[src/inc/acos_cfg.svh]
// constants for the analog channel offset and slew block
`ifndef ACOS_CFG_SVH
`define ACOS_CFG_SVH
`define ACOS_CLK_MHZ 200
`define ACOS_LOOP_MS 10
`define ACOS_LOOP_CYC (`ACOS_LOOP_MS * `ACOS_CLK_MHZ * 1000)
`define ACOS_N_IN 8
`define ACOS_N_OUT 4
`define ACOS_SLEW_MAX 12'h800
`define ACOS_SLEW_MIN 12'h001
`define ACOS_RST_OFS 12'h000
`define ACOS_RST_OUT 12'h000
`define ACOS_SMAX 12'h7FF
`define ACOS_SMIN 12'h800
// byte addresses: channel index in bits 4:2, bank in bits 7:5
`define ACOS_BANK_IN_VAL 3'h0
`define ACOS_BANK_IN_OFS 3'h1
`define ACOS_BANK_IN_SLW 3'h2
`define ACOS_BANK_OUT_REQ 3'h3
`define ACOS_BANK_OUT_OFS 3'h4
`define ACOS_BANK_OUT_SLW 3'h5
`define ACOS_BANK_OUT_VAL 3'h6
`define ACOS_BANK_STAT 3'h7
`define ACOS_CHAN_LSB 2
`define ACOS_BANK_LSB 5
`endif

[src/inc/acos_pkg.sv]
// types for the analog channel offset and slew block
package acos_pkg;
    typedef logic [11:0] acos_word_t;
    typedef struct packed {
        logic [7:0] address;
        logic read;
        logic write;
        logic [31:0] writedata;
    } acos_req_s;
    typedef enum logic [1:0] {
        ACOS_IDLE = 2'b00,
        ACOS_IN = 2'b01,
        ACOS_OUT = 2'b10
    } acos_state_e;
endpackage

[src/core/acos_core.sv]
// analog channel offset add and slew limit with avalon register access
// Functional notes
// - all input reads and output updates happen once per 10 ms loop.
// - eight single-ended inputs are served; pairs may act as four balanced inputs; the core has no pairing, the host combines two reads.
// - four outputs each have their own value, offset and slew setting.
// - each input sample gets its channel offset added before further processing.
// - the change of each processed value per loop never exceeds its slew rate.
// - each input result reads as a 12-bit value sign-extended to 32 bits.
// - each output adds its offset to the host value and is slew limited before the converter.
// - all offsets clear to zero at start-up.
// - all slew rates start at their maximum of 2048 counts per loop.
// - all outputs start at the zero-volt code.
// - slew settings from 1 to 2048 counts per loop are accepted.
//
// The implementer's own choices: the Avalon-MM slave port and the placing of the registers.
`timescale 1ns/1ps
`include "acos_cfg.svh"
module acos_core #(
    parameter int LOOP_CYC = `ACOS_LOOP_CYC
) (
    input wire logic I_CLK,
    input wire logic I_RSTN,
    input wire logic [7:0] I_AVS_ADDRESS,
    input wire logic I_AVS_READ,
    input wire logic I_AVS_WRITE,
    input wire logic [31:0] I_AVS_WRITEDATA,
    output logic [31:0] O_AVS_READDATA,
    output logic O_AVS_WAITREQUEST,
    input wire logic [95:0] I_ADC_DATA,
    output logic O_ADC_SAMPLE,
    output logic [47:0] O_DAC_DATA,
    output logic O_DAC_LOAD
);
    // a loop shorter than the pulse spacing would merge ticks
    if (LOOP_CYC < 4) begin : g_bad_loop
        $error("LOOP_CYC too small");
    end

    localparam int CW = 32;
    acos_pkg::acos_req_s req;
    assign req = '{I_AVS_ADDRESS, I_AVS_READ, I_AVS_WRITE, I_AVS_WRITEDATA};

    acos_pkg::acos_word_t in_val_r [`ACOS_N_IN];
    acos_pkg::acos_word_t in_ofs_r [`ACOS_N_IN];
    acos_pkg::acos_word_t in_slw_r [`ACOS_N_IN];
    acos_pkg::acos_word_t out_req_r [`ACOS_N_OUT];
    acos_pkg::acos_word_t out_ofs_r [`ACOS_N_OUT];
    acos_pkg::acos_word_t out_slw_r [`ACOS_N_OUT];
    acos_pkg::acos_word_t out_val_r [`ACOS_N_OUT];
    logic [CW-1:0] tick_cnt_r;
    logic tick_r;
    logic [15:0] loop_cnt_r;
    logic [31:0] rdata_r;
    logic wait_r;
    logic adc_sample_r;
    logic dac_load_r;
    logic [47:0] dac_data_r;
    acos_pkg::acos_word_t out_val_nxt [`ACOS_N_OUT];
    logic [31:0] rdata_nxt;

    // saturating signed 12-bit add
    function automatic acos_pkg::acos_word_t sat_add(input acos_pkg::acos_word_t a, input acos_pkg::acos_word_t b);
        logic signed [12:0] s;
        s = 13'($signed(a)) + 13'($signed(b));
        if (s > 13'sh07FF) begin
            sat_add = `ACOS_SMAX;
        end else if (s < -13'sh0800) begin
            sat_add = `ACOS_SMIN;
        end else begin
            sat_add = s[11:0];
        end
    endfunction

    // step cur toward tgt by at most rate; rate 0 stands for 2048
    function automatic acos_pkg::acos_word_t slew(input acos_pkg::acos_word_t cur, input acos_pkg::acos_word_t tgt,
                                                  input acos_pkg::acos_word_t rate);
        logic signed [13:0] d;
        logic signed [13:0] r;
        d = 14'($signed(tgt)) - 14'($signed(cur));
        r = (rate == 12'h000) ? 14'sh0800 : $signed({2'b00, rate});
        if (d > r) begin
            slew = 12'(14'($signed(cur)) + r);
        end else if (d < -r) begin
            slew = 12'(14'($signed(cur)) - r);
        end else begin
            slew = tgt;
        end
    endfunction

    // loop tick divider
    always_ff @(posedge I_CLK or negedge I_RSTN) begin
        if (!I_RSTN) begin
            tick_cnt_r <= '0;
            tick_r <= 1'b0;
        end else if (tick_cnt_r == CW'(LOOP_CYC - 1)) begin
            tick_cnt_r <= '0;
            tick_r <= 1'b1;
        end else begin
            tick_cnt_r <= tick_cnt_r + 1'b1;
            tick_r <= 1'b0;
        end
    end

    always_ff @(posedge I_CLK or negedge I_RSTN) begin
        if (!I_RSTN) begin
            loop_cnt_r <= 16'h0000;
        end else if (tick_r) begin
            loop_cnt_r <= loop_cnt_r + 16'h0001;
        end
    end

    always_ff @(posedge I_CLK or negedge I_RSTN) begin
        if (!I_RSTN) begin
            adc_sample_r <= 1'b0;
            dac_load_r <= 1'b0;
        end else begin
            adc_sample_r <= tick_r;
            dac_load_r <= tick_r;
        end
    end

    always_ff @(posedge I_CLK or negedge I_RSTN) begin
        if (!I_RSTN) begin
            for (int i = 0; i < `ACOS_N_IN; i++) begin
                in_val_r[i] <= 12'h000;
            end
        end else if (tick_r) begin
            for (int i = 0; i < `ACOS_N_IN; i++) begin
                in_val_r[i] <= slew(in_val_r[i], sat_add(I_ADC_DATA[i*12 +: 12], in_ofs_r[i]), in_slw_r[i]);
            end
        end
    end

    // next output codes, shared by the value registers and the converter word
    always_comb begin
        for (int i = 0; i < `ACOS_N_OUT; i++) begin
            out_val_nxt[i] = slew(out_val_r[i], sat_add(out_req_r[i], out_ofs_r[i]), out_slw_r[i]);
        end
    end

    always_ff @(posedge I_CLK or negedge I_RSTN) begin
        if (!I_RSTN) begin
            for (int i = 0; i < `ACOS_N_OUT; i++) begin
                out_val_r[i] <= `ACOS_RST_OUT;
            end
        end else if (tick_r) begin
            for (int i = 0; i < `ACOS_N_OUT; i++) begin
                out_val_r[i] <= out_val_nxt[i];
            end
        end
    end

    // converter word takes the new codes at the loop step, so they stand while the load strobe is high
    always_ff @(posedge I_CLK or negedge I_RSTN) begin
        if (!I_RSTN) begin
            dac_data_r <= {4{`ACOS_RST_OUT}};
        end else if (tick_r) begin
            for (int i = 0; i < `ACOS_N_OUT; i++) begin
                dac_data_r[i*12 +: 12] <= out_val_nxt[i];
            end
        end
    end

    // register writes; slew rate 2048 is stored as 0 in 12 bits
    logic wr_go;
    logic [2:0] bank;
    logic [2:0] chan;
    // a write lands on the completing edge only, so a held request is taken once
    assign wr_go = req.write && !wait_r;
    assign bank = req.address[`ACOS_BANK_LSB +: 3];
    assign chan = req.address[`ACOS_CHAN_LSB +: 3];

    function automatic acos_pkg::acos_word_t slw_enc(input logic [31:0] v);
        if (v == 32'h0) begin
            slw_enc = `ACOS_SLEW_MIN;
        end else if (v >= 32'h800) begin
            slw_enc = 12'h000;
        end else begin
            slw_enc = v[11:0];
        end
    endfunction

    always_ff @(posedge I_CLK or negedge I_RSTN) begin
        if (!I_RSTN) begin
            for (int i = 0; i < `ACOS_N_IN; i++) begin
                in_ofs_r[i] <= `ACOS_RST_OFS;
                in_slw_r[i] <= 12'(`ACOS_SLEW_MAX);
            end
            for (int i = 0; i < `ACOS_N_OUT; i++) begin
                out_ofs_r[i] <= `ACOS_RST_OFS;
                out_slw_r[i] <= 12'(`ACOS_SLEW_MAX);
                out_req_r[i] <= `ACOS_RST_OUT;
            end
        end else if (wr_go) begin
            case (bank)
                `ACOS_BANK_IN_OFS: begin
                    in_ofs_r[chan] <= req.writedata[11:0];
                end
                `ACOS_BANK_IN_SLW: begin
                    in_slw_r[chan] <= slw_enc(req.writedata);
                end
                `ACOS_BANK_OUT_REQ: begin
                    if (!chan[2]) out_req_r[chan[1:0]] <= req.writedata[11:0];
                end
                `ACOS_BANK_OUT_OFS: begin
                    if (!chan[2]) out_ofs_r[chan[1:0]] <= req.writedata[11:0];
                end
                `ACOS_BANK_OUT_SLW: begin
                    if (!chan[2]) out_slw_r[chan[1:0]] <= slw_enc(req.writedata);
                end
                default: begin
                end
            endcase
        end
    end

    function automatic logic [31:0] slw_dec(input acos_pkg::acos_word_t s);
        slw_dec = (s == 12'h000) ? 32'h0000_0800 : {20'h00000, s};
    endfunction

    function automatic logic [31:0] sx(input acos_pkg::acos_word_t v);
        sx = {{20{v[11]}}, v};
    endfunction

    // one wait cycle: answer on the second edge of each request
    always_ff @(posedge I_CLK or negedge I_RSTN) begin
        if (!I_RSTN) begin
            wait_r <= 1'b1;
        end else if ((req.read || req.write) && wait_r) begin
            wait_r <= 1'b0;
        end else begin
            wait_r <= 1'b1;
        end
    end

    // read mux; unmapped banks and output channels 4..7 read as zero
    always_comb begin
        rdata_nxt = 32'h0000_0000;
        case (bank)
            `ACOS_BANK_IN_VAL: begin
                rdata_nxt = sx(in_val_r[chan]);
            end
            `ACOS_BANK_IN_OFS: begin
                rdata_nxt = sx(in_ofs_r[chan]);
            end
            `ACOS_BANK_IN_SLW: begin
                rdata_nxt = slw_dec(in_slw_r[chan]);
            end
            `ACOS_BANK_OUT_REQ: begin
                if (!chan[2]) begin
                    rdata_nxt = sx(out_req_r[chan[1:0]]);
                end
            end
            `ACOS_BANK_OUT_OFS: begin
                if (!chan[2]) begin
                    rdata_nxt = sx(out_ofs_r[chan[1:0]]);
                end
            end
            `ACOS_BANK_OUT_SLW: begin
                if (!chan[2]) begin
                    rdata_nxt = slw_dec(out_slw_r[chan[1:0]]);
                end
            end
            `ACOS_BANK_OUT_VAL: begin
                if (!chan[2]) begin
                    rdata_nxt = sx(out_val_r[chan[1:0]]);
                end
            end
            `ACOS_BANK_STAT: begin
                if (chan == 3'h0) begin
                    rdata_nxt = {16'h0000, loop_cnt_r};
                end
            end
            default: begin
                rdata_nxt = 32'h0000_0000;
            end
        endcase
    end

    // read data is latched on the taking edge and stands through the answer cycle
    always_ff @(posedge I_CLK or negedge I_RSTN) begin
        if (!I_RSTN) begin
            rdata_r <= 32'h0000_0000;
        end else if (req.read && wait_r) begin
            rdata_r <= rdata_nxt;
        end
    end

    assign O_AVS_READDATA = rdata_r;
    assign O_AVS_WAITREQUEST = wait_r;
    assign O_ADC_SAMPLE = adc_sample_r;
    assign O_DAC_LOAD = dac_load_r;
    assign O_DAC_DATA = dac_data_r;
endmodule // acos_core

[config.mk]
export PLATFORM = sky130hd
export DESIGN_NAME = acos_core
export DESIGN_NICKNAME = d
export VERILOG_FILES = /design/src/inc/acos_pkg.sv /design/src/core/acos_core.sv
export VERILOG_INCLUDE_DIRS = /design/src /design/src/inc
export SDC_FILE = /design/constraint.sdc
export NUM_CORES = 2
export LEC_CHECK = 0
export ABC_CLOCK_PERIOD_IN_PS = 18710
export BUFFER_PORTS_ARGS = -buffer_cell sky130_fd_sc_hd__buf_2
export CORE_AREA = 2 2 303 425
export DETAILED_ROUTE_END_ITERATION = 7
export DIE_AREA = 0 0 305 427
export GPL_ROUTABILITY_DRIVEN = 1
export GPL_TIMING_DRIVEN = 0
export PLACE_DENSITY_LB_ADDON = 0.08
export REMOVE_ABC_BUFFERS = 1
export SYNTH_ARGS = -nofsm -noshare
export SYNTH_HDL_FRONTEND = slang
export SYNTH_SLANG_ARGS = --single-unit
export TNS_END_PERCENT = 50
[constraint.sdc]
create_clock -name I_CLK -period 18.71 [get_ports I_CLK]
set_input_delay 1.871 -clock I_CLK [delete_from_list [all_inputs] [get_ports I_CLK]]
set_output_delay 1.871 -clock I_CLK [all_outputs]
set_load 0.01 [all_outputs]
### Word level (Yosys, flattened, before mapping)

Cells that the tools add are included.

* $add $sub $neg: 62
* magnitude comparators: 53
* reductions and logical operators: 29
* multipliers: 0
* div/mod/pow operators: 0
* shift-type cells: 0
* eq/ne operators: 8
* bitwise gates (word level): 3
* mux-type cells: 116

Operators by type and width (number)
* two-way mux 12 bit: 94
* one-hot mux 32 bit (8 select lines): 1
* bitwise mux 96 bit: 2
* zero test 12 bit: 14
* less-than comparator 13 x 14 -> 1 bit: 12
* negator 12 -> 14 bit: 12
* adder 12 x 12 -> 13 bit: 12
* > comparator 13 x 12 -> 1 bit, second input constant: 12
* > comparator 13 bit: 12
* less-than comparator 13 x 12 -> 1 bit, second input constant: 12
* subtractor 12 x 12 -> 13 bit: 12
* adder 12 bit: 12
* bitwise mux 48 bit: 3
* subtractor 12 bit: 12
* two-way mux 32 bit: 4
* binary-select mux 12 bit (select 3 bit): 3
* binary-select mux 12 bit (select 2 bit): 4
* demux 12 bit (select 3 bit): 1
* adder 32 x 1 -> 32 bit, second input constant: 1
* equality test 32 x 21 -> 1 bit, second input constant: 1
* greater-or-equal comparator 32 x 12 -> 1 bit, second input constant: 1
* zero test 32 bit: 1
* demux 12 bit (select 2 bit): 1
* adder 16 x 1 -> 16 bit, second input constant: 1
* 18 further kinds: 31

* output and inout bits: 83
* memories: 0
* memory bits (read-only): 0
* bits in latches: 0
* memory bits (writable): 0
* logic and storage cells: 318
* flip-flop bits (word level): 611

### Logic depth before layout (Yosys ltp)

* depth after elaboration: 9
* gate-level depth with buffers: 34
* depth with buffers taken out: 31

### Least setup slack after synthesis

Ideal clock, no wire load.

* kind: input-to-reg
* start point: input port I_ADC_DATA[48]
* end point: register in_val_r[47] in the netlist's numbering
* setup time: 137 ps
* arrival time: 7823 ps
* path buffers: 3
* data required time: 18573 ps
* stages on the path: 32
* setup slack: 10750 ps
* cells stage by stage: ha_1 inv_1 fa_1 nor2b_1 o21ai_0 a21oi_1 o21ai_0 a211oi_1 a31oi_1 o21ai_0 clkbuf_1 a21oi_1 ha_1 fa_1 nor2b_1 o21ai_0 a21boi_0 o21ai_0 a211oi_1 o31ai_1 a41oi_1 inv_1 ha_1 and3_1 o21ai_0 o31a_1 and2_1 clkbuf_1 clkbuf_1 o211ai_1 nand4b_1 o2111ai_1

* cells in the longest elaborated chain, start to end: 9

RTL lines
* start, declared: line acos_core.sv:29 `input wire logic [95:0] I_ADC_DATA,`
* adder 12 x 12 -> 13 bit (*): line acos_core.sv:64 `s = 13'($signed(a)) + 13'($signed(b));`
* less-than comparator 13 x 12 -> 1 bit: line acos_core.sv:67 `end else if (s < -13'sh0800) begin`
* two-way mux 12 bit: line acos_core.sv:67
* two-way mux 12 bit (*): line acos_core.sv:65 `if (s > 13'sh07FF) begin`
* two-way mux 12 bit (*): line acos_core.sv:127 `end else if (tick_r) begin`
* subtractor 12 x 12 -> 13 bit: line acos_core.sv:79 `d = 14'($signed(tgt)) - 14'($signed(cur));`
* less-than comparator 13 x 14 -> 1 bit: line acos_core.sv:83 `end else if (d < -r) begin`
* two-way mux 12 bit: line acos_core.sv:83
* two-way mux 12 bit (*): line acos_core.sv:81 `if (d > r) begin`
* end signal, assigned by index: line acos_core.sv:129 `in_val_r[i] <= slew(in_val_r[i], sat_add(I_ADC_DATA[i*12 +: 12], in_ofs_r[i]), in_slw_r[i]);`
* end, declared: line acos_core.sv:43 `` acos_pkg::acos_word_t in_val_r [`ACOS_N_IN]; ``

Every way passes the cells marked *; elsewhere a longest branch is shown, timed or not. The select of a mux whose other input is x is not followed.
A chain may end at the register's enable or synchronous reset.

### Worst setup path after layout

* start point: input port I_ADC_DATA[48]
* end point: register in_val_r[45] in the netlist's numbering

The elaborated chain is that of the path after synthesis.

==> flow_summary_export.csv <==
group,metric,value,unit
status,status,"finished clean",
finish,area_growth,6.92,%
critical_path,cp_common_cell,"o21ai_0",
placed_design,gp_congestion,0.974,
cts,cts_buffers,68,
critical_path,cp.required,19.27,ns
route,dr.pass1.iters,6,
cts,clk_pin_slew,0.07,ns
critical_path,cp.arrival,10.33,ns
pwr,p_leak,30.8,nW
critical_path,worst_setup_path_end_kind,"register",
cts,root_buffer,"clkbuf_16",
timing,drv_slew,0,
cts,post_cts_buffers,0,
critical_path,r2r_slack,9.86,ns
route,vias_per_cell,6.24,
finish,post-route-cell-area,0.0671,mm²
route,met3_length,13.5,mm
timing,rsz0062_at_grt,"no",
route,wirelength_met1,88.2,mm
timing,setup_viol,0,
critical_path,worst-r2r-cell-count,28,
critical_path,crit_start,"I_ADC_DATA[48]",
placed_design,dp.cells,8932,
flow_run,max_cap_violations,0,
cts,cts-resized-gates,0,
finish,drive_above_1_share,11.2,%
timing,finalHoldViolations,0,
timing,timing.setup.tns,0,ns
critical_path,worstSetupEndpoint,"in_val_r[45]$_DFFE_PN0P_",
placed_design,place_ws,8.52,ns
timing,relSlewSlack,7.85,%
cts,clock_latency,0.68,ns
synth,yosysWarnings,0,
global_routing,grt_usage,34.4,%
floorplan,initial_core_util,49.6,%
pwr,max-vdd-ir-drop,0.0642,mV
synth,synth.mux.area_fraction,9.60,%
timing,skew,0.0312,ns
route,vias,56500,
synth,synthFlopType,"dfrtp_1",
cts,cts_sinks,548,
global_routing,grt_start_max_net_pins,112,
cts,postCtsHoldBufs,0,
timing,max_freq,0.102,GHz
synth,synth_compound_area_share,21.0,%
worst_hold_path,hp-class,"reg2reg",
synth,synth_cell_types,119,
route,drt_iter0_markers,4115,
timing,period_needed,9.77,ns
floorplan,boundaryPins,223,
finish,fillers,12000,
global_routing,antenna_found_initial,30,
placed_design,placed_area,0.0648,mm²
floorplan,die_w,305,µm
global_routing,grt_pass1_wl,339,mm
placed_design,post-dp-hpwl,183,mm
floorplan,die_y,427,µm
synth,synth.avg_cell_area,8.46,µm²
synth,synth-edff-count,0,
route,ant_nets,0,
critical_path,cp-start-kind,"input pin",
finish,nets,8397,
cts,cts_tree,"done",
synth,synthCells,7422,
critical_path,critPathKind,"in2reg",
synth,yosys.area_share.simple,16.4,%
synth,ys_async_sr_fraction,100,%
finish,postLayoutCoreUtil,53.0,%
route,routed.top_layer,"met5",
synth,synthXorXnorAreaFrac,5.81,%
route,post-route-drc-count,0,
placed_design,place.port_buffers,220,
global_routing,grt_pass1_vias,55400,
synth,post_synth_instance_area,0.0628,mm²
floorplan,die_area,0.130,mm²
critical_path,critical_path.max_stage_delay,1.07,ns
synth,synth_adder_area_share,18.8,%
route,routed_wl,228,mm
critical_path,worstPathMaxFanout,14,
synth,synth_top_family_by_area,"compound AO/OA/AOI/OAI gates",
cts,htreeDepth,3,
synth,ys_seq_elements,548,
critical_path,r2r-start,"in_ofs_r[36]$_DFFE_PN0P_",
cts,clock_tree.buffer_depth,3,
floorplan,coreArea,0.127,mm²
critical_path,slowest_stage,"o21ai_0",
pwr,power.density,84.3,mW/mm²
timing,worst_slack,8.94,ns
timing,tightest_slew,1.37,ns
route,wl_met2,110,mm
global_routing,grt_overflow_total,0,
finish,layoutNonFillerInstCount,9063,
route,wl_per_cell,25.2,µm
critical_path,timing.rr.end,"in_val_r[45]$_DFFE_PN0P_",
timing,post-route-period-util,52.2,%
floorplan,num_rows,155,
synth,synth_seq_area_share,21.9,%
routing by layer:
layer,up-vias,global-route usage [%]
met4,32,21.6
met1,27500,39.3
met5,-,0
met3,565,5.41
li1,26700,-
met2,1781,60.2
critical path: cells and delay by family:
kind,cells,cell delay (ns)
AOI/OAI and AO/OA,16,5.05
adders and majority gates,5,1.68
buffers and inverters,3,0.27
muxes,1,0.41
and+or+nand+nor,4,1.01
report_power, final:
| group | leakage [nW] | switching [W] | total (W) | internal, W |
|---|---|---|---|---|
| registers | 7.02 | 0.0000740 | 0.00131 | 0.00123 |
| logic | 22.6 | 0.00178 | 0.00294 | 0.00116 |
| clock network | 1.13 | 0.000603 | 0.00142 | 0.000813 |
layout make-up:
cell class	count	area (µm²)	share of cell area [%]
Antenna cell	7	17.5	0.0261
Clock buffer	93	1970	2.93
Clock inverter	30	352	0.524
Inverter	655	2460	3.67
Multi-Input combinational cell	5845	45000	67.1
Sequential cell	548	13700	20.5
Tap cell	1648	2060	3.07
Timing Repair Buffer	237	1490	2.23
synth_stat cells (31+ instances only):
cell,count,share of area [%]
inv_1,654,3.9
mux2i_1,81,1.3
o22ai_1,36,0.36
nand4_1,61,0.61
o21ai_0,477,3.8
nand3_1,164,1.3
nor3_1,170,1.4
or4_1,31,0.37
and3_1,58,0.58
nand2_1,534,3.2
o21a_1,110,1.3
ha_1,854,17
a211oi_1,73,0.87
and2_1,62,0.62
o21bai_1,76,0.91
nand2b_1,94,0.94
o211ai_1,56,0.67
mux4_2,119,4.3
a21boi_0,35,0.42
a21oi_1,486,3.9
clkbuf_1,304,1.8
o31ai_1,53,0.63
a21o_1,137,1.6
or2_2,44,0.44
xor2_1,83,1.2
nor2_1,475,2.8
fa_1,48,1.5
a31oi_1,67,0.67
mux2_2,223,4.0
dfrtp_1,535,21
or3_1,61,0.61
nor2b_1,165,1.6
nor4_1,63,0.63
xnor2_1,331,4.6
logic make-up after synthesis:
| group | Yosys count |
|---|---|
| fa+ha+maj | 918 |
| simple gates | 2073 |
| other cells | 1 |
| xor+xnor | 415 |
| compound gates | 2003 |
| buf+inv | 1040 |
| flops | 548 |
| mux | 424 |
worst min-delay path by stage:
stage	cells past startpoint	endpoint	start
2_1_floorplan	1	tick_cnt_r[6]$_DFF_PN0_	tick_cnt_r[6]$_DFF_PN0_
3_3_place_gp	1	tick_cnt_r[31]$_DFF_PN0_	tick_cnt_r[31]$_DFF_PN0_
3_5_place_dp	1	loop_cnt_r[15]$_DFFE_PN0P_	loop_cnt_r[15]$_DFFE_PN0P_
4_1_cts	1	loop_cnt_r[15]$_DFFE_PN0P_	loop_cnt_r[15]$_DFFE_PN0P_
5_1_grt	1	tick_cnt_r[31]$_DFF_PN0_	tick_cnt_r[31]$_DFF_PN0_
6_report	1	loop_cnt_r[15]$_DFFE_PN0P_	loop_cnt_r[15]$_DFFE_PN0P_
state kept, by name (all words and copies together), names as in the netlist:
register           flops
O_DAC_DATA             3
loop_cnt_r            16
in_val_r              96
O_AVS_WAITREQUEST      1
out_req_r             48
in_slw_r              96
tick_cnt_r            32
in_ofs_r              96
O_DAC_LOAD             1
out_val_r             45
out_ofs_r             48
out_slw_r             48
O_AVS_READDATA        17
tick_r                 1
layout by cell type, fill, tap and decap left out, drive strengths merged, types with 45 or more instances in the layout:
| cell type | instances |
|---|---|
| nor2b | 165 |
| and3 | 58 |
| mux4 | 120 |
| or2 | 45 |
| nand3 | 165 |
| nor2 | 477 |
| nor3 | 172 |
| or3 | 62 |
| clkbuf | 94 |
| nand4 | 62 |
| o21ai | 487 |
| inv | 657 |
| a31oi | 69 |
| and2 | 63 |
| fa | 48 |
| xnor2 | 331 |
| mux2i | 81 |
| mux2 | 223 |
| nor4 | 63 |
| dfrtp | 535 |
| ha | 854 |
| a211oi | 73 |
| o21bai | 78 |
| o31ai | 53 |
| a21o | 137 |
| nand2 | 535 |
| o21a | 110 |
| buf | 236 |
| nand2b | 94 |
| o211ai | 56 |
| xor2 | 83 |
| a21oi | 487 |
stage by stage:
step | power, W | hold WS (ns)
4_1_cts | 0.00564 | 0.479
6_report | 0.00566 | 0.478
5_1_grt | 0.00604 | 0.497
3_5_place_dp | 0.00421 | 0.466
3_3_place_gp | 0.00416 | 0.463
2_1_floorplan | 0.00334 | 0.438
Power figures use the tool's default switching activity.
